**src/scpwc_defines.svh**
```systemverilog
// Offsets, field positions, reset values and timing counts of the clock control
`ifndef SCPWC_DEFINES_SVH
`define SCPWC_DEFINES_SVH
// ***************************************************************
// Register byte offsets
// ***************************************************************
`define SCPWC_OFF_OSC 12'h000
`define SCPWC_OFF_SYS 12'h004
`define SCPWC_OFF_PLL 12'h008
`define SCPWC_OFF_CKSEL 12'h00C
// ***************************************************************
// Oscillator control fields
// ***************************************************************
`define SCPWC_OSC_WSTART 0
`define SCPWC_OSC_WACT 1
`define SCPWC_OSC_PLL_POWER_ON 2
`define SCPWC_OSC_FASTEN 8
`define SCPWC_OSC_SLOWEN 9
`define SCPWC_OSC_WSEL 10
`define SCPWC_OSC_WLO 12
`define SCPWC_OSC_WUP 20
// ***************************************************************
// System config, PLL and select fields
// ***************************************************************
`define SCPWC_SYS_GEAR 0
`define SCPWC_SYS_PRCK 8
`define SCPWC_SYS_PSLOW 12
`define SCPWC_PLL_SEL 0
`define SCPWC_PLL_ND 3
`define SCPWC_PLL_SCALE 8
`define SCPWC_PLL_IN 9
`define SCPWC_PLL_RANGE 12
`define SCPWC_PLL_RESET 16'h7116
`define SCPWC_CK_FLAG 0
`define SCPWC_CK_SEL 1
// ***************************************************************
// Timing
// ***************************************************************
`define SCPWC_SWITCH_CYCLES 4'h4
`define SCPWC_PLL_X8_RANGE 4'hA
`endif

```
**src/scpwc_pkg.sv**
```systemverilog
// Types of the clock control block
package scpwc_pkg;
   typedef enum logic [1:0] {
      SCPWC_SW_IDLE = 2'b00,
      SCPWC_SW_WAIT = 2'b01
   } scpwc_sw_t;
endpackage

```
**src/scpwc_divider.sv**
```systemverilog
// Power-of-two clock-enable divider for gear and prescaler clocks
`include "scpwc_defines.svh"
module scpwc_divider (
   input wire logic clk_sys,
   input wire logic rst,
   input wire logic ce,
   input wire logic [2:0] divSel,
   output logic tick
);
   import scpwc_pkg::*;
   typedef struct packed {
      logic [4:0] cnt;
      logic tick;
   } scpwc_div_t;
   scpwc_div_t state_q;
   scpwc_div_t state_d;
   logic [4:0] limit;
   // ***************************************************************
   // Divide by 2**divSel; codes above five clamp to 32
   // ***************************************************************
   always_comb begin
      limit = 5'h1F;
      if (divSel < 3'h5) begin
         limit = 5'((6'h01 << divSel) - 6'h01);
      end
      state_d = state_q;
      state_d.tick = (state_q.cnt >= limit);
      state_d.cnt = (state_q.cnt >= limit) ? 5'h00 : 5'(state_q.cnt + 5'h01);
   end
   // Register update
   always_ff @(posedge clk_sys or posedge rst) begin
      if (rst) begin
         state_q <= '0;
      end else if (ce) begin
         state_q <= state_d;
      end
   end
   assign tick = state_q.tick;
endmodule

```
**src/scpwc_top.sv**
```systemverilog
// Clock selection, PLL control and warm-up timer with APB registers
`include "scpwc_defines.svh"
//
// Function
// - System clock: gear when select 0, slow 1
// - Delayed switch, status flag shows clock used
// - Gear clock is high-speed divided 1,2,4,8
// - Prescaler: slow clock or periph divided 1..32
// - Reset: oscillators on, PLL off, no division
// - PLL stays off until software enables
// - Warm-up start bit begins count, chosen clock
// - Warm-up flag high while counting, then low
// - Fast warm-up: 16-bit counter, upper 12 compared
// - Slow warm-up: 18-bit counter, 14 bits compared
// - PLL gives 4x or 8x, selected as high-speed
module scpwc_top (
   input wire logic clk_sys,
   input wire logic rst,
   input wire logic ce,
   input wire logic psel,
   input wire logic penable,
   input wire logic pwrite,
   input wire logic [11:0] paddr,
   input wire logic [31:0] pwdata,
   output logic [31:0] prdata,
   output logic pready,
   output logic pslverr,
   input wire logic fastOscTick,
   input wire logic slowOscTick,
   input wire logic slowOscRunning,
   input wire logic gearRunning,
   output logic fastOscEnable,
   output logic slowOscEnable,
   output logic pllPowerOn,
   output logic pllTimesEight,
   output logic pllOutputSelect,
   output logic sysFromSlow,
   output logic gearTick,
   output logic prescalerTick,
   output logic prescalerFromSlow,
   output logic warmupActive
);
   import scpwc_pkg::*;
   typedef struct packed {
      logic [31:0] prdata;
      logic pready;
      logic pslverr;
      logic fastEn;
      logic slowEn;
      logic pll_power_on;
      logic wSel;
      logic wAct;
      logic [11:0] wUp;
      logic [1:0] wLo;
      logic [17:0] wCnt;
      logic [2:0] gear;
      logic [2:0] prck;
      logic pSlow;
      logic [15:0] pllCfg;
      logic pllX8;
      logic ckSel;
      logic ckFlag;
      scpwc_sw_t sw;
      logic [3:0] swCnt;
      logic gearTick;
      logic preTick;
      logic preSlow;
   } scpwc_state_t;
   scpwc_state_t s_q;
   scpwc_state_t s_d;
   logic gearDivTick;
   logic periphDivTick;
   logic wTick;
   logic wDone;
   logic wrEn;
   logic [2:0] periphSel;
   // ***************************************************************
   // Dividers
   // ***************************************************************
   // Gear divider runs on the high-speed clock enable
   scpwc_divider u_gear (
      .clk_sys(clk_sys),
      .rst(rst),
      .ce(ce & fastOscTick),
      .divSel(s_q.gear),
      .tick(gearDivTick)
   );
   // Prescaler divider counts gear ticks, the peripheral base rate
   scpwc_divider u_pre (
      .clk_sys(clk_sys),
      .rst(rst),
      .ce(ce & gearDivTick & fastOscTick),
      .divSel(periphSel),
      .tick(periphDivTick)
   );
   assign periphSel = s_q.prck;
   // ***************************************************************
   // Warm-up compare
   // ***************************************************************
   assign wTick = s_q.wSel ? slowOscTick : fastOscTick;
   // Low four counter bits never take part in the compare
   always_comb begin
      if (s_q.wSel) begin
         wDone = (s_q.wCnt[17:4] >= {s_q.wUp, s_q.wLo});
      end else begin
         wDone = (s_q.wCnt[15:4] >= s_q.wUp);
      end
   end
   assign wrEn = psel & penable & pwrite;
   // ***************************************************************
   // Next state
   // ***************************************************************
   always_comb begin
      s_d = s_q;
      s_d.pready = psel & ~s_q.pready;
      s_d.pslverr = 1'b0;
      // Warm-up counting; ends when compare reached
      if (s_q.wAct) begin
         if (wDone) begin
            s_d.wAct = 1'b0;
         end else if (wTick) begin
            s_d.wCnt = 18'(s_q.wCnt + 18'h0_0001);
         end
      end
      // Glitch-free switch: wait delay and a running new source
      unique case (s_q.sw)
         SCPWC_SW_IDLE: begin
            if (s_q.ckSel != s_q.ckFlag) begin
               s_d.sw = SCPWC_SW_WAIT;
               s_d.swCnt = `SCPWC_SWITCH_CYCLES;
            end
         end
         SCPWC_SW_WAIT: begin
            if (s_q.ckSel == s_q.ckFlag) begin
               s_d.sw = SCPWC_SW_IDLE;
            end else if (s_q.swCnt != 4'h0) begin
               s_d.swCnt = 4'(s_q.swCnt - 4'h1);
            end else if (s_q.ckSel ? slowOscRunning : gearRunning) begin
               s_d.ckFlag = s_q.ckSel;
               s_d.sw = SCPWC_SW_IDLE;
            end
         end
      endcase
      // Register writes
      if (wrEn & s_q.pready) begin
         unique case (paddr)
            `SCPWC_OFF_OSC: begin
               s_d.fastEn = pwdata[`SCPWC_OSC_FASTEN];
               s_d.slowEn = pwdata[`SCPWC_OSC_SLOWEN];
               s_d.pll_power_on = pwdata[`SCPWC_OSC_PLL_POWER_ON];
               s_d.wSel = pwdata[`SCPWC_OSC_WSEL];
               s_d.wLo = pwdata[`SCPWC_OSC_WLO +: 2];
               s_d.wUp = pwdata[`SCPWC_OSC_WUP +: 12];
               if (pwdata[`SCPWC_OSC_WSTART]) begin
                  s_d.wAct = 1'b1;
                  s_d.wCnt = '0;
               end
            end
            `SCPWC_OFF_SYS: begin
               s_d.gear = {1'b0, pwdata[`SCPWC_SYS_GEAR +: 2]};
               s_d.prck = pwdata[`SCPWC_SYS_PRCK +: 3];
               s_d.pSlow = pwdata[`SCPWC_SYS_PSLOW];
            end
            `SCPWC_OFF_PLL: begin
               // Multiplier fields lock while PLL powered, select stays free
               if (!s_q.pll_power_on) begin
                  s_d.pllCfg = {pwdata[15:1], 1'b0};
               end
               s_d.pllCfg[`SCPWC_PLL_SEL] = pwdata[`SCPWC_PLL_SEL];
            end
            `SCPWC_OFF_CKSEL: begin
               s_d.ckSel = pwdata[`SCPWC_CK_SEL];
            end
            default: begin
               s_d.pslverr = 1'b0;
            end
         endcase
      end
      // Error decided in setup so it stands together with pready
      if (psel & ~s_q.pready) begin
         unique case (paddr)
            `SCPWC_OFF_OSC, `SCPWC_OFF_SYS, `SCPWC_OFF_PLL,
            `SCPWC_OFF_CKSEL: begin
               s_d.pslverr = 1'b0;
            end
            default: begin
               s_d.pslverr = 1'b1;
            end
         endcase
      end
      // Read mux; data held ready for the access phase
      s_d.prdata = 32'h0000_0000;
      unique case (paddr)
         `SCPWC_OFF_OSC: begin
            s_d.prdata[`SCPWC_OSC_WACT] = s_d.wAct;
            s_d.prdata[`SCPWC_OSC_PLL_POWER_ON] = s_d.pll_power_on;
            s_d.prdata[`SCPWC_OSC_FASTEN] = s_d.fastEn;
            s_d.prdata[`SCPWC_OSC_SLOWEN] = s_d.slowEn;
            s_d.prdata[`SCPWC_OSC_WSEL] = s_d.wSel;
            s_d.prdata[`SCPWC_OSC_WLO +: 2] = s_d.wLo;
            s_d.prdata[`SCPWC_OSC_WUP +: 12] = s_d.wUp;
         end
         `SCPWC_OFF_SYS: begin
            s_d.prdata[`SCPWC_SYS_GEAR +: 3] = s_d.gear;
            s_d.prdata[`SCPWC_SYS_PRCK +: 3] = s_d.prck;
            s_d.prdata[`SCPWC_SYS_PSLOW] = s_d.pSlow;
         end
         `SCPWC_OFF_PLL: begin
            s_d.prdata[15:0] = s_d.pllCfg;
         end
         `SCPWC_OFF_CKSEL: begin
            s_d.prdata[`SCPWC_CK_SEL] = s_d.ckSel;
            s_d.prdata[`SCPWC_CK_FLAG] = s_d.ckFlag;
         end
         default: begin
            s_d.prdata = 32'h0000_0000;
         end
      endcase
      // Multiplier decode kept in a flop so the output is glitch-free
      s_d.pllX8 = (s_d.pllCfg[15:12] == `SCPWC_PLL_X8_RANGE);
      // Registered clock enables for gear and prescaler
      s_d.gearTick = gearDivTick & fastOscTick;
      s_d.preSlow = s_q.pSlow;
      if (s_q.pSlow) begin
         s_d.preTick = slowOscTick;
      end else if (s_q.prck == 3'h0) begin
         s_d.preTick = gearDivTick & fastOscTick;
      end else begin
         s_d.preTick = periphDivTick & gearDivTick & fastOscTick;
      end
   end
   // ***************************************************************
   // State register; reset gives oscillators on, PLL off, gear 1/1
   // ***************************************************************
   always_ff @(posedge clk_sys or posedge rst) begin
      if (rst) begin
         s_q <= '0;
         s_q.fastEn <= 1'b1;
         s_q.slowEn <= 1'b1;
         s_q.pllCfg <= `SCPWC_PLL_RESET;
         s_q.sw <= SCPWC_SW_IDLE;
      end else if (ce) begin
         s_q <= s_d;
      end
   end
   // ***************************************************************
   // Outputs, all from flip-flops
   // ***************************************************************
   assign prdata = s_q.prdata;
   assign pready = s_q.pready;
   assign pslverr = s_q.pslverr;
   assign fastOscEnable = s_q.fastEn;
   assign slowOscEnable = s_q.slowEn;
   assign pllPowerOn = s_q.pll_power_on;
   // Eight times when range code says so
   assign pllTimesEight = s_q.pllX8;
   assign pllOutputSelect = s_q.pllCfg[`SCPWC_PLL_SEL];
   assign sysFromSlow = s_q.ckFlag;
   assign gearTick = s_q.gearTick;
   assign prescalerTick = s_q.preTick;
   assign prescalerFromSlow = s_q.preSlow;
   assign warmupActive = s_q.wAct;
endmodule

```
**config.mk**
```make
export PLATFORM = sky130hd
export DESIGN_NAME = scpwc_top
export DESIGN_NICKNAME = d
export VERILOG_FILES = /design/src/scpwc_pkg.sv /design/src/scpwc_divider.sv /design/src/scpwc_top.sv
export VERILOG_INCLUDE_DIRS = /design/src
export SDC_FILE = /design/constraint.sdc
export NUM_CORES = 1
export LEC_CHECK = 0
export BUFFER_PORTS_ARGS = -buffer_cell sky130_fd_sc_hd__buf_2
export CORE_MARGIN = 8
export CORE_UTILIZATION = 55
export DETAILED_ROUTE_END_ITERATION = 8
export PLACE_DENSITY_LB_ADDON = 0.2
export SLEW_MARGIN = 20
export SYNTH_ARGS = -nofsm -noshare
export SYNTH_HDL_FRONTEND = slang
export SYNTH_SLANG_ARGS = --single-unit
```
**constraint.sdc**
```tcl
create_clock -name clk_sys -period 8.2 [get_ports clk_sys]
set_input_delay 0.41 -clock clk_sys [delete_from_list [all_inputs] [get_ports clk_sys]]
set_output_delay 0.41 -clock clk_sys [all_outputs]
set_load 0.02 [all_outputs]
```
# Yosys cells after proc, flatten, opt, wreduce, memory -nomap -nowiden

Cells that the tools add are included.

Add/sub/neg operators: 6
Order comparisons: 6
Equal/unequal tests: 12
Shifts and indexed selects: 2
Multiplexer cells: 44
Bitwise gates (word level): 11
Reduce and logical (&&, ||, !) cells: 7

Operators by type and width:

| kind                  | count |
|---|---|
| $mux 18               | 4 |
| $mux 60               | 1 |
| $mux 37               | 1 |
| $mux 16               | 2 |
| $mux 5                | 5 |
| $eq 12x4->1 const B   | 2 |
| $add 18x1->18 const B | 1 |
| $mux 1                | 15 |
| $ge 14x14->1          | 1 |
| $eq 12x3->1 const B   | 1 |
| $ge 12x12->1          | 1 |
| $logic_not 12->1      | 1 |
| $mux 12               | 1 |
| $pmux 6 s2            | 1 |
| $add 5x1->5 const B   | 2 |
| $and 1x1->1           | 10 |
| $ge 5x5->1            | 2 |
| $shl 1x3->5 const A   | 2 |
| $sub 5x1->5 const B   | 2 |
| $pmux 1 s3            | 3 |
| $pmux 3 s3            | 1 |
| $mux 4                | 2 |
| $reduce_and 4->1      | 2 |
| $mux 7                | 1 |
| 18 further kinds      | 24 |

Flip-flop bits (word level): 114
Input port bits: 54
Output and inout bits: 44
Word-level logic and storage cells: 115

# Depth between registers and ports, before layout

Gate-level depths: netlist (run 1).

Word-level depth: 8
Gate-level depth with buffers: 12
Gate-level depth less buffers: 11

# Cells and area by module

Synthesis (run 1) repeated with hierarchy kept, for this count alone.

Cells, all modules: 693
Area, all modules: 6,804.0 sq um

By module, submodules not included:

| module        | instances | cells each | area an instance (sq um) |
|---|---|---|---|
| scpwc_top     | 1         | 589        | 5,850.6 |
| scpwc_divider | 2         | 52         | 476.7 |

# Least setup slack after synthesis (run 1)

No wires, ideal clock.

Kind: register to register
Start point: register s_q[39] (netlist name)
End point: register s_q[46] (netlist name)
Library setup time: 0.077 ns
Arrival: 2.320 ns
Required time: 8.123 ns
Path slack: 5.802 ns
Stages on the path, launching flop included: 12
Clock period less this slack: 2.398 ns
Cells stage by stage: dfrtp_1 -> inv_1 -> ha_1 -> nand2b_4 -> a21oi_2 -> o21ai_1 -> a211o_1 -> and2_4 -> buf_6 -> buf_6 -> or4_1 -> a21oi_1

Word-level cells in the longest chain between the ends: 7

RTL lines:

| what                                     | RTL line                           | RTL |
|---|---|---|
| start, declared                          | scpwc_top.sv:69                    | `scpwc_state_t s_q;` |
| $add 18x1->18 (tied with other cells)    | scpwc_top.sv:122                   | `s_d.wCnt = 18'(s_q.wCnt + 18'h0_0001);` |
| $mux 18 / $mux 1 (equally long branches) | scpwc_top.sv:121, scpwc_top.sv:103 |  |
| $mux 18 *                                | scpwc_top.sv:119                   | `if (wDone) begin` |
| $mux 18 *                                | scpwc_top.sv:118                   | `if (s_q.wAct) begin` |
| $mux 18                                  | scpwc_top.sv:154                   | `` if (pwdata[`SCPWC_OSC_WSTART]) begin `` |
| $mux 37                                  | scpwc_top.sv:146                   | `unique case (paddr)` |
| $mux 60 *                                | scpwc_top.sv:145                   | `if (wrEn & s_q.pready) begin` |

Every way passes the cells marked *; elsewhere a longest branch is shown, timed or not.
A chain may end at the register's enable or synchronous reset.

# Final worst setup path (run 1)

Start point: register s_q[34] (netlist name)
End point: register u_gear.state_q[1] (netlist name)

Word-level cells in the longest chain between the ends: 5

RTL lines:

| what                 | RTL line            | RTL |
|---|---|---|
| $shl 1x3->5          | scpwc_divider.sv:24 | `limit = 5'((6'h01 << divSel) - 6'h01);` |
| $sub 5x1->5          | scpwc_divider.sv:24 |  |
| $mux 5 *             | scpwc_divider.sv:23 | `if (divSel < 3'h5) begin` |
| $ge 5x5->1 *         | scpwc_divider.sv:28 | `state_d.cnt = (state_q.cnt >= limit) ? 5'h00 : 5'(state_q.cnt + 5'h01);` |
| $mux 5 *             | scpwc_divider.sv:28 |  |
| end signal, assigned | scpwc_divider.sv:35 | `state_q <= state_d;` |
| end, declared        | scpwc_divider.sv:15 | `scpwc_div_t state_q;` |

Marked as above.

==> flow_summary.yaml, run 1 <==
power:
  leakage_nw: 3.60
  powerDensity_nw_per_um2: 193
  peakVddDrop_uv: 146
cells_and_area:
  multiInputGateArea_um2: 3360
  final_common_cell: "dfrtp_1"
  seqCellArea_um2: 2840
  drive_gt1_share_pct: 25.6
  final_cell_mix: "dfrtp_1 (104), nand2_1 (102), buf_2 (89)"
  final_nets: 841
  syn2layout_area_growth_pct: 13.1
  fill_cells: 1012
  post-route-util_pct: 63.3
  antenna_cells: 0
sta:
  maxSlewHeadroom_pct: 37.3
  finalCritPeriodShare_pct: 33.4
  drv_slew: 0
  fin_crit_ps: 2740
  setup_tns_ps: 0
  hold_viol: 0
  max_freq_ghz: 0.365
  worst_pin_slew_ps: 938
  rsz0062_at_grt: "no"
  skew_ps: 6.32
  finalSetupViolCount: 0
place:
  io_buffers: 89
  dpl.hpwl_um: 11600
  place_congestion: 0.892
yosys:
  synth_largest_area_cell: "dfrtp_1"
  syn_area_um2: 6670
  synth_compound_area_share_pct: 16.3
  synth_top_family_by_area: "simple AND/OR/NAND/NOR gates"
  synth_cells: 687
  synth_top_area_share_pct: 39.0
  syn_avg_cell_area_um2: 9.71
  synthArstFlopShare_pct: 100
  seq_area_frac_synth_pct: 42.6
  synth_edf_count: 0
  synth.distinct_cells: 60
  ys_warn_count: 0
  ys_seq_elements: 113
  synth-xor-area-share_pct: 0.394
  synthAdderAreaFrac_pct: 7.88
  synth_mux_area_share_pct: 9.12
  synth_ff_type: "dfrtp_1"
  yosys.area_share.simple_pct: 16.5
  synth_area_leaders: "dfrtp_1 (39%), ha_1 (7.9%), mux2_2 (7.4%)"
grt:
  grt_max_degree: 69
  overflow: 0
  track_usage_pct: 20.7
  grt_pass1_wl_um: 26800
  grt_pass1_vias: 5536
  antenna_found_initial: 0
floorplan:
  die_h_um: 126
  dieArea_um2: 15900
  initial_core_util_pct: 56.0
  dieWidth_um: 126
  coreArea_um2: 11900
  num_rows: 40
  top_level_ports: 98
cts:
  clkTransAtPathRegs_ps: 50
  hold_buffers: 0
  clockBufferDepth: 2
  cts_buffers: 17
  cts_resized: 0
  htree_levels: 4
  root_buffer: "clkbuf_16"
  clk-insertion-delay-late_ps: 420
  cts_setup_buffers: 0
  cts_tree: "done"
  cts_sinks: 113
setup_path:
  arrival_ps: 3040
  cp-start-kind: "register"
  crit_path_max_incr_delay_ps: 510
  cp_max_fo: 6
  startpoint: "s_q[34]"
  cp_slowest_cell: "o21ai_0"
  rr_startpoint: "s_q[34]"
  crit_required_ps: 8500
  path_class: "register to register"
  endpoint_kind: "register"
  r2r_slack_ps: 5460
  path_cells: "nor2_1, nand2_1, ha_1, a21boi_0, ha_1, a21o_1, a21oi_1, o21ai_0, nor2_1, mux2_2"
route:
  drcViolationCount: 0
  drt-initial-drc-count: 449
  drt-met1-wl_um: 6860
  viasPerCell: 6.05
  routed.top_layer: "met4"
  num_vias: 5473
  drt-pass1-iter-count: 5
  drt-total-wl_um: 16000
  routedWlPerCell_um: 17.6
  ant_nets: 0
  routed-wl-met3_um: 882
  wl_met2_um: 7840
worst_hold_path:
  hold_path_class: "primary input to async pin"
status:
  status: "finished, final reports clean"
run:
  max_cap_violations: 0
[power breakdown]
group          internal, W  switching, W  leakage (nW)
combinational    0.0000554     0.0000864          1.83
sequential        0.000585     0.0000261          1.50
clock             0.000449      0.000254         0.275
[per-stage QoR]
stage / area, um2 / total power [W] / hold WS (ps) / instances / setup WS (ps)
after floorplan: 6680 / 0.000711 / 452 / 690 / 4820
after global placement: 6980 / 0.000754 / 462 / 873 / 5610
after detailed placement: 6980 / 0.000764 / 468 / 873 / 5490
after CTS: 7540 / 0.00147 / 75.2 / 905 / 5480
after global routing: 7540 / 0.00152 / 117 / 905 / 5190
final: 7540 / 0.00146 / 66.3 / 905 / 5460
[logic make-up after synthesis]
| kind of cell | after synthesis |
|---|---|
| simple gates | 217 |
| compound gates | 168 |
| flops | 113 |
| buf+inv | 88 |
| mux | 55 |
| fa+ha+maj | 42 |
| xor+xnor | 3 |
| other cells | 1 |
[layer usage]
metal / global-route usage, % / vias to the layer above
met5: 0 / -
met4: 9.84 / 0
met3: 5.49 / 28
met2: 34.2 / 181
met1: 24.5 / 2696
li1: - / 2568
[critical path, delay by kind of cell (launching register included)]
family,cells,cell delay (ps)
flops,1,460
compound gates,4,810
fa+ha+maj,2,590
simple gates,3,470
mux,1,290
[cells in the mapped netlist, types with 15 or more instances]
library cell  number
nand2_1          102
o21ai_0           28
inv_1             31
mux2_2            44
buf_4             33
a22o_1            17
nand3_1           19
a21oi_1           55
o31ai_1           15
dfrtp_1          104
nor2_1            28
ha_1              42
[sequential cells by signal, indices dropped and copies added (netlist names), 3 cells and up]
| name | cells |
|---|---|
| s_q | 57 |
| prdata | 28 |
| u_gear.state_q | 5 |
| u_pre.state_q | 5 |
| periphSel | 3 |
[worst paths after layout]
| check | endpoint | depth (start not counted) |
|---|---|---|
| setup / recovery | u_gear.state_q[1] | 10 |
| hold reg to reg | gearTick | 1 |
| setup reg to reg | u_gear.state_q[1] | 10 |
| min in group clk_sys | s_q[16] | 2 |
| hold / removal | s_q[37] | 2 |
| max in group asynchronous | periphSel[1] | 3 |
[cell type report]
type	instances	share of cell area, %
multi-input combinational	489	44.6
sequential	113	37.6
timing repair buffer	93	6.30
clock buffer	20	5.92
tap	147	2.44
inverter	31	1.58
clock inverter	12	1.56
(Power assumes the default switching activity.)
==> inputs of run 2 (changes only) <==
==> constraint.sdc (replaced) <==
create_clock -name clk_sys -period 2.7 [get_ports clk_sys]
set_input_delay 0.135 -clock clk_sys [delete_from_list [all_inputs] [get_ports clk_sys]]
set_output_delay 0.135 -clock clk_sys [all_outputs]
set_load 0.02 [all_outputs]
==> run 2 against run 1 <==
  * Combinational power grew to 3.4 times the previous value
  * Clock skew shrank 0.99 ps
  * Non-clock buffer count grew 31
  * Largest cell class unchanged
==> flow_summary.yaml, run 2 (synthesis gave the netlist of run 1 again) <==
cts:
  root_buffer: "clkbuf_16"
  clk-insertion-delay-late_ps: 420
  cts_tree: "done"
  clkTransAtPathRegs_ps: 50
  htree_levels: 4
  clockBufferDepth: 2
  cts_sinks: 113
  cts_buffers: 17
  cts_setup_buffers: 0
power:
  powerDensity_nw_per_um2: 563
  sequentialPowerShare_pct: 42.1
  leakage_nw: 3.74
  peakVddDrop_uv: 423
  power_switching_w: 0.00114
  p_int_w: 0.00328
  p_comb_share_pct: 10.8
  clock_power_share_pct: 47.1
  p_sw_share_pct: 25.8
sta:
  rsz0062_at_grt: "no"
  hold_viol: 0
  fin_crit_ps: 2540
  whs_ps: 13.1
  finalSetupViolCount: 0
  drv_slew: 0
  maxSlewHeadroom_pct: 38.9
  finalCritPeriodShare_pct: 94.0
  skew_ps: 5.33
  worst_pin_slew_ps: 915
  max_freq_ghz: 0.394
  setup_tns_ps: 0
route:
  ant_nets: 0
  routedWlPerCell_um: 18.1
  drt-total-wl_um: 17000
  drt-initial-drc-count: 419
  drt-pass1-iter-count: 5
  viasPerCell: 6.03
  drcViolationCount: 0
  num_vias: 5641
setup_path:
  arrival_ps: 2850
  endpoint_kind: "register"
  cp_slowest_cell: "dfrtp_1"
  path_cells: "nor2_1, nand2_1, ha_1, a21boi_0, ha_1, a21o_1, a21oi_1, o21ai_1, or2_2, o31ai_1"
  path_class: "register to register"
  cp-start-kind: "register"
  crit_path_max_incr_delay_ps: 440
  cp_max_fo: 6
  cp_common_cell: "ha_1"
  crit_required_ps: 3020
floorplan:
  coreArea_um2: 11900
  die_h_um: 126
  num_rows: 40
  dieWidth_um: 126
  initial_core_util_pct: 56.0
  top_level_ports: 98
  dieArea_um2: 15900
cells_and_area:
  final_common_cell: "dfrtp_1"
  final_nets: 872
  antenna_cells: 0
  drive_gt1_share_pct: 25.6
  final_cell_mix: "dfrtp_1 (104), nand2_1 (102), buf_2 (89)"
  seqCellArea_um2: 2840
  top_register: "s_q"
  largest_register_ffs: 57
  syn2layout_area_growth_pct: 17.7
  multiInputGateArea_um2: 3360
  fill_cells: 942
place:
  io_buffers: 89
  place_congestion: 0.884
  dpl.hpwl_um: 12000
grt:
  overflow: 0
  grt_pass1_vias: 5805
  track_usage_pct: 21.9
  grt_max_degree: 41
  antenna_found_initial: 0
  grt_pass1_wl_um: 28300
worst_hold_path:
  hold_path_class: "primary input to register"
run:
  max_cap_violations: 0
status:
  status: "finished, final reports clean"
[run 2: metal layers]
metal,routed length [um],up-vias,track usage (%)
li1,-,2641,-
met1,7180,2749,25.8
met2,8430,212,36.5
met3,989,39,5.99
met4,388,0,10.1
met5,0,-,0
[run 2: through the flow]
| step | util [%] | area (um2) | cells | setup slack [ps] | total power (W) |
|---|---|---|---|---|---|
| after detailed placement | 59.3 | 7060 | 881 | 48.3 | 0.00233 |
| after floorplan | - | 6680 | 690 | 302 | 0.00216 |
| after CTS | 65.9 | 7850 | 936 | 57.0 | 0.00445 |
| after global placement | 59.3 | 7060 | 881 | 229 | 0.00230 |
| after global routing | 65.9 | 7850 | 936 | 4.06 | 0.00461 |
| final | 65.9 | 7850 | 936 | 163 | 0.00442 |
[run 2: path summary, 6_finish.rpt]
| kind | to | cells after the start | startpoint | slack (ps) |
|---|---|---|---|---|
| max in group asynchronous | s_q[16] | 4 | rst | 1520 |
| hold / removal | periphSel[1] | 2 | pwdata[9] | 10 |
| setup / recovery | u_pre.state_q[5] | 10 | periphSel[2] | 160 |
| min in group asynchronous | periphSel[2] | 3 | rst | 460 |
| setup reg to reg | u_pre.state_q[5] | 10 | periphSel[2] | 160 |
| hold reg to reg | gearTick | 1 | gearTick | 480 |
[run 2: layout make-up]
cell class	instances	share of cell area (%)
Tap cell	147	2.34
Multi-Input combinational cell	489	42.9
Clock inverter	10	1.10
Inverter	31	1.53
Clock buffer	22	5.92
Timing Repair Buffer	124	10.1
Sequential cell	113	36.2
[run 2: timing repair]
item                       4_1_cts  5_1_grt
setup endpoints to repair        0        7
hold endpoints to repair        55        0
gates resized for setup          0        3
hold buffers                    23        0
[run 2: critical path, delay by kind of cell, from the launching register on]
| kind | cells | cell delay (ps) |
|---|---|---|
| and+or+nand+nor | 3 | 600 |
| DFF | 1 | 440 |
| adders and majority gates | 2 | 530 |
| AOI/OAI and AO/OA | 5 | 880 |
[run 2: power groups by stage]
stage / sequential (W) / clock (W) / combinational [W]
final: 0.00186 / 0.00208 / 0.000476
after global routing: 0.00187 / 0.00219 / 0.000544
after CTS: 0.00186 / 0.00211 / 0.000478
after detailed placement: 0.00189 / 0 / 0.000448
after global placement: 0.00188 / 0 / 0.000417
after floorplan: 0.00187 / 0 / 0.000286
==> inputs of run 3 (changes only) <==
--- a/config.mk
+++ b/config.mk
@@ -10,8 +10,10 @@
 export CORE_MARGIN = 8
 export CORE_UTILIZATION = 55
 export DETAILED_ROUTE_END_ITERATION = 8
+export HOLD_SLACK_MARGIN = 0.06
 export PLACE_DENSITY_LB_ADDON = 0.2
 export SLEW_MARGIN = 20
 export SYNTH_ARGS = -nofsm -noshare
 export SYNTH_HDL_FRONTEND = slang
+export SYNTH_HIERARCHICAL = 1
 export SYNTH_SLANG_ARGS = --single-unit
==> run 3 against run 2 <==
  * Maximum frequency fell by 2.1%
  * Register-to-register slack worse by 50 ps
  * Synthesized area grew 2.0%
  * Sequential share of layout area down 2.0 points
  * Largest power group unchanged
  * Via count is 0.67% lower
  * Die area rose by 1.8%
  * Wire length is 1.8% higher
  * Clock skew is 3.9 ps higher
  * Sequential cell count did not move
  * Non-clock buffer count increased by 24
==> flow_summary.yaml, run 3 <==
floorplan:
  dieWidth_um: 127
  initial_core_util_pct: 56.4
  num_rows: 40
  coreArea_um2: 12100
  top_level_ports: 98
  dieArea_um2: 16200
  die_h_um: 127
yosys:
  synth_cells: 693
  synth_ff_type: "dfrtp_1"
  ys_warn_count: 6
  synthArstFlopShare_pct: 100
  synth_area_leaders: "dfrtp_1 (38%), ha_1 (7.7%), a21oi_1 (4.3%)"
  syn_area_um2: 6800
  yosysMostFrequentCell: "dfrtp_1"
  ys_top_cells_by_count: "dfrtp_1 (104), nand2_1 (60), a21oi_1 (58), ha_1 (42), inv_1 (42)"
  seq_area_frac_synth_pct: 41.7
  syn_avg_cell_area_um2: 9.82
  synth_largest_area_cell: "dfrtp_1"
  ys_seq_elements: 113
  synth_edf_count: 0
  synth.distinct_cells: 63
  synth_top_area_share_pct: 38.2
status:
  status: "finished, final reports clean"
place:
  dp.cells: 919
  io_buffers: 89
  place_congestion: 0.860
  dpl.hpwl_um: 12300
worst_hold_path:
  hold_start: "slowOscTick"
  hold_path_class: "primary input to register"
  hold_path_end: "prescalerTick"
  min_path_cells: 3
power:
  powerDensity_nw_per_um2: 569
  peakVddDrop_uv: 449
  leakage_nw: 4.26
route:
  num_vias: 5603
  drt-initial-drc-count: 471
  drcViolationCount: 0
  routedWlPerCell_um: 17.6
  ant_nets: 0
  drt-total-wl_um: 17300
  viasPerCell: 5.69
  drt-pass1-iter-count: 7
cts:
  root_buffer: "clkbuf_16"
  clk-insertion-delay-late_ps: 420
  htree_levels: 4
  cts_buffers: 17
  cts_tree: "done"
  clockBufferDepth: 2
  cts_sinks: 113
  clkTransAtPathRegs_ps: 50
setup_path:
  cp-start-kind: "register"
  cp_max_fo: 5
  cp_num_buf_inv: 0
  path_cells: "or3_1, ha_2, mux2i_1, o22ai_1, ha_1, a211o_1, a31oi_4, o21bai_4, mux2_4"
  r2r_slack_ps: 110
  rr_startpoint: "periphSel[1]"
  cp_slowest_cell: "or3_1"
  crit_required_ps: 3000
  path_class: "register to register"
  critPathTopFamily: "compound AO/OA/AOI/OAI gates"
  crit_path_max_incr_delay_ps: 420
  rr_worst_depth: 9
  arrival_ps: 2890
  r2r_end: "u_pre/tick"
  endpoint_kind: "register"
sta:
  rsz0062_at_grt: "no"
  finalSetupViolCount: 0
  finalCritPeriodShare_pct: 96.0
  max_freq_ghz: 0.386
  skew_ps: 9.26
  drv_slew: 0
  setup_tns_ps: 0
  whs_ps: 81.1
  hold_viol: 0
  maxSlewHeadroom_pct: 54.9
  fin_crit_ps: 2590
  worst_pin_slew_ps: 676
grt:
  use_met3_pct: 6.03
  grt_max_degree: 76
  overflow: 0
  antenna_found_initial: 0
  grt_pass1_wl_um: 28700
  grt_pass1_vias: 5893
  track_usage_pct: 22.1
  use_met2_pct: 38.1
  met1_usage_pct: 25.1
  gr-max-usage-layer: "met2"
cells_and_area:
  drive_gt1_share_pct: 25.7
  final_cell_mix: "dfrtp_1 (104), buf_2 (89), nand2_1 (60)"
  final_nets: 899
  fill_cells: 899
  syn2layout_area_growth_pct: 22.3
  largest_register_ffs: 57
  top_register: "s_q"
  stdcell_count: 985
  final_common_cell: "dfrtp_1"
run:
  max_cap_violations: 0
## run 3: area by class of cell
type	count	area [um2]	share of cell area, %
Clock inverter	9	151	1.82
Inverter	42	161	1.94
Timing Repair Buffer	148	981	11.8
Clock buffer	23	498	5.99
Tap cell	168	210	2.53
Sequential cell	113	2840	34.1
Multi-Input combinational cell	481	3470	41.8
Antenna cell	1	2.50	0.0301
## run 3: worst register-to-register path, stage by stage, from the launching register on
cell and delay (ps):
dfrtp_1 370, or3_1 420, ha_2 210, mux2i_1 160, o22ai_1 110, ha_1 320
a211o_1 310, a31oi_4 190, o21bai_4 120, mux2_4 280
## run 3: stage by stage
step / power [W] / utilization [%] / setup slack [ps] / area, um2
2_1_floorplan: 0.00209 / - / 237 / 6820
3_3_place_gp: 0.00220 / 60.5 / 169 / 7300
3_5_place_dp: 0.00223 / 60.5 / 61.6 / 7300
4_1_cts: 0.00473 / 68.6 / 53.4 / 8270
5_1_grt: 0.00491 / 68.9 / 5.49 / 8320
6_report: 0.00474 / 69.0 / 108 / 8320
## run 3: power by group
group          total, W  internal (W)  switching, W
combinational  0.000483      0.000208      0.000275
sequential      0.00181       0.00175     0.0000567
clock           0.00244       0.00166      0.000783
## run 3: worst max-delay path by stage
stage	startpoint	end	slack [ps]	cells after the start
floorplan	periphSel[2]	u_pre/tick	240	9
CTS	periphSel[1]	u_pre/tick	50	9
finish	periphSel[1]	u_pre/tick	110	9
global route	periphSel[1]	u_pre/tick	5	9
detailed placement	periphSel[1]	u_pre/tick	60	9
global placement	periphSel[1]	u_pre/tick	170	9
## run 3: cell families after synthesis
| group | count (synthesis) | share of synthesized area [%] |
|---|---|---|
| adders and majority gates | 42 | 7.72 |
| buffers and inverters | 102 | 7.91 |
| other | 1 | 0.0551 |
| xor gates and xnor gates | 7 | 0.901 |
| AOI/OAI and AO/OA | 182 | 17.5 |
| and+or+nand+nor | 192 | 14.9 |
| DFF | 113 | 41.7 |
| muxes | 54 | 9.21 |
## run 3: timing repair
item,4_1_cts,5_1_grt
setup endpoints to repair,0,4
endpoints found under the hold margin,94,0
gates resized for setup,0,6
hold buffers,32,0
buffers inserted,0,1
## run 3: per-layer routing
layer / share of wire, % / vias to the layer above
met5: 0 / -
met4: 2.7 / 0
met3: 4.5 / 44
met2: 51 / 158
met1: 42 / 2724
li1: - / 2677
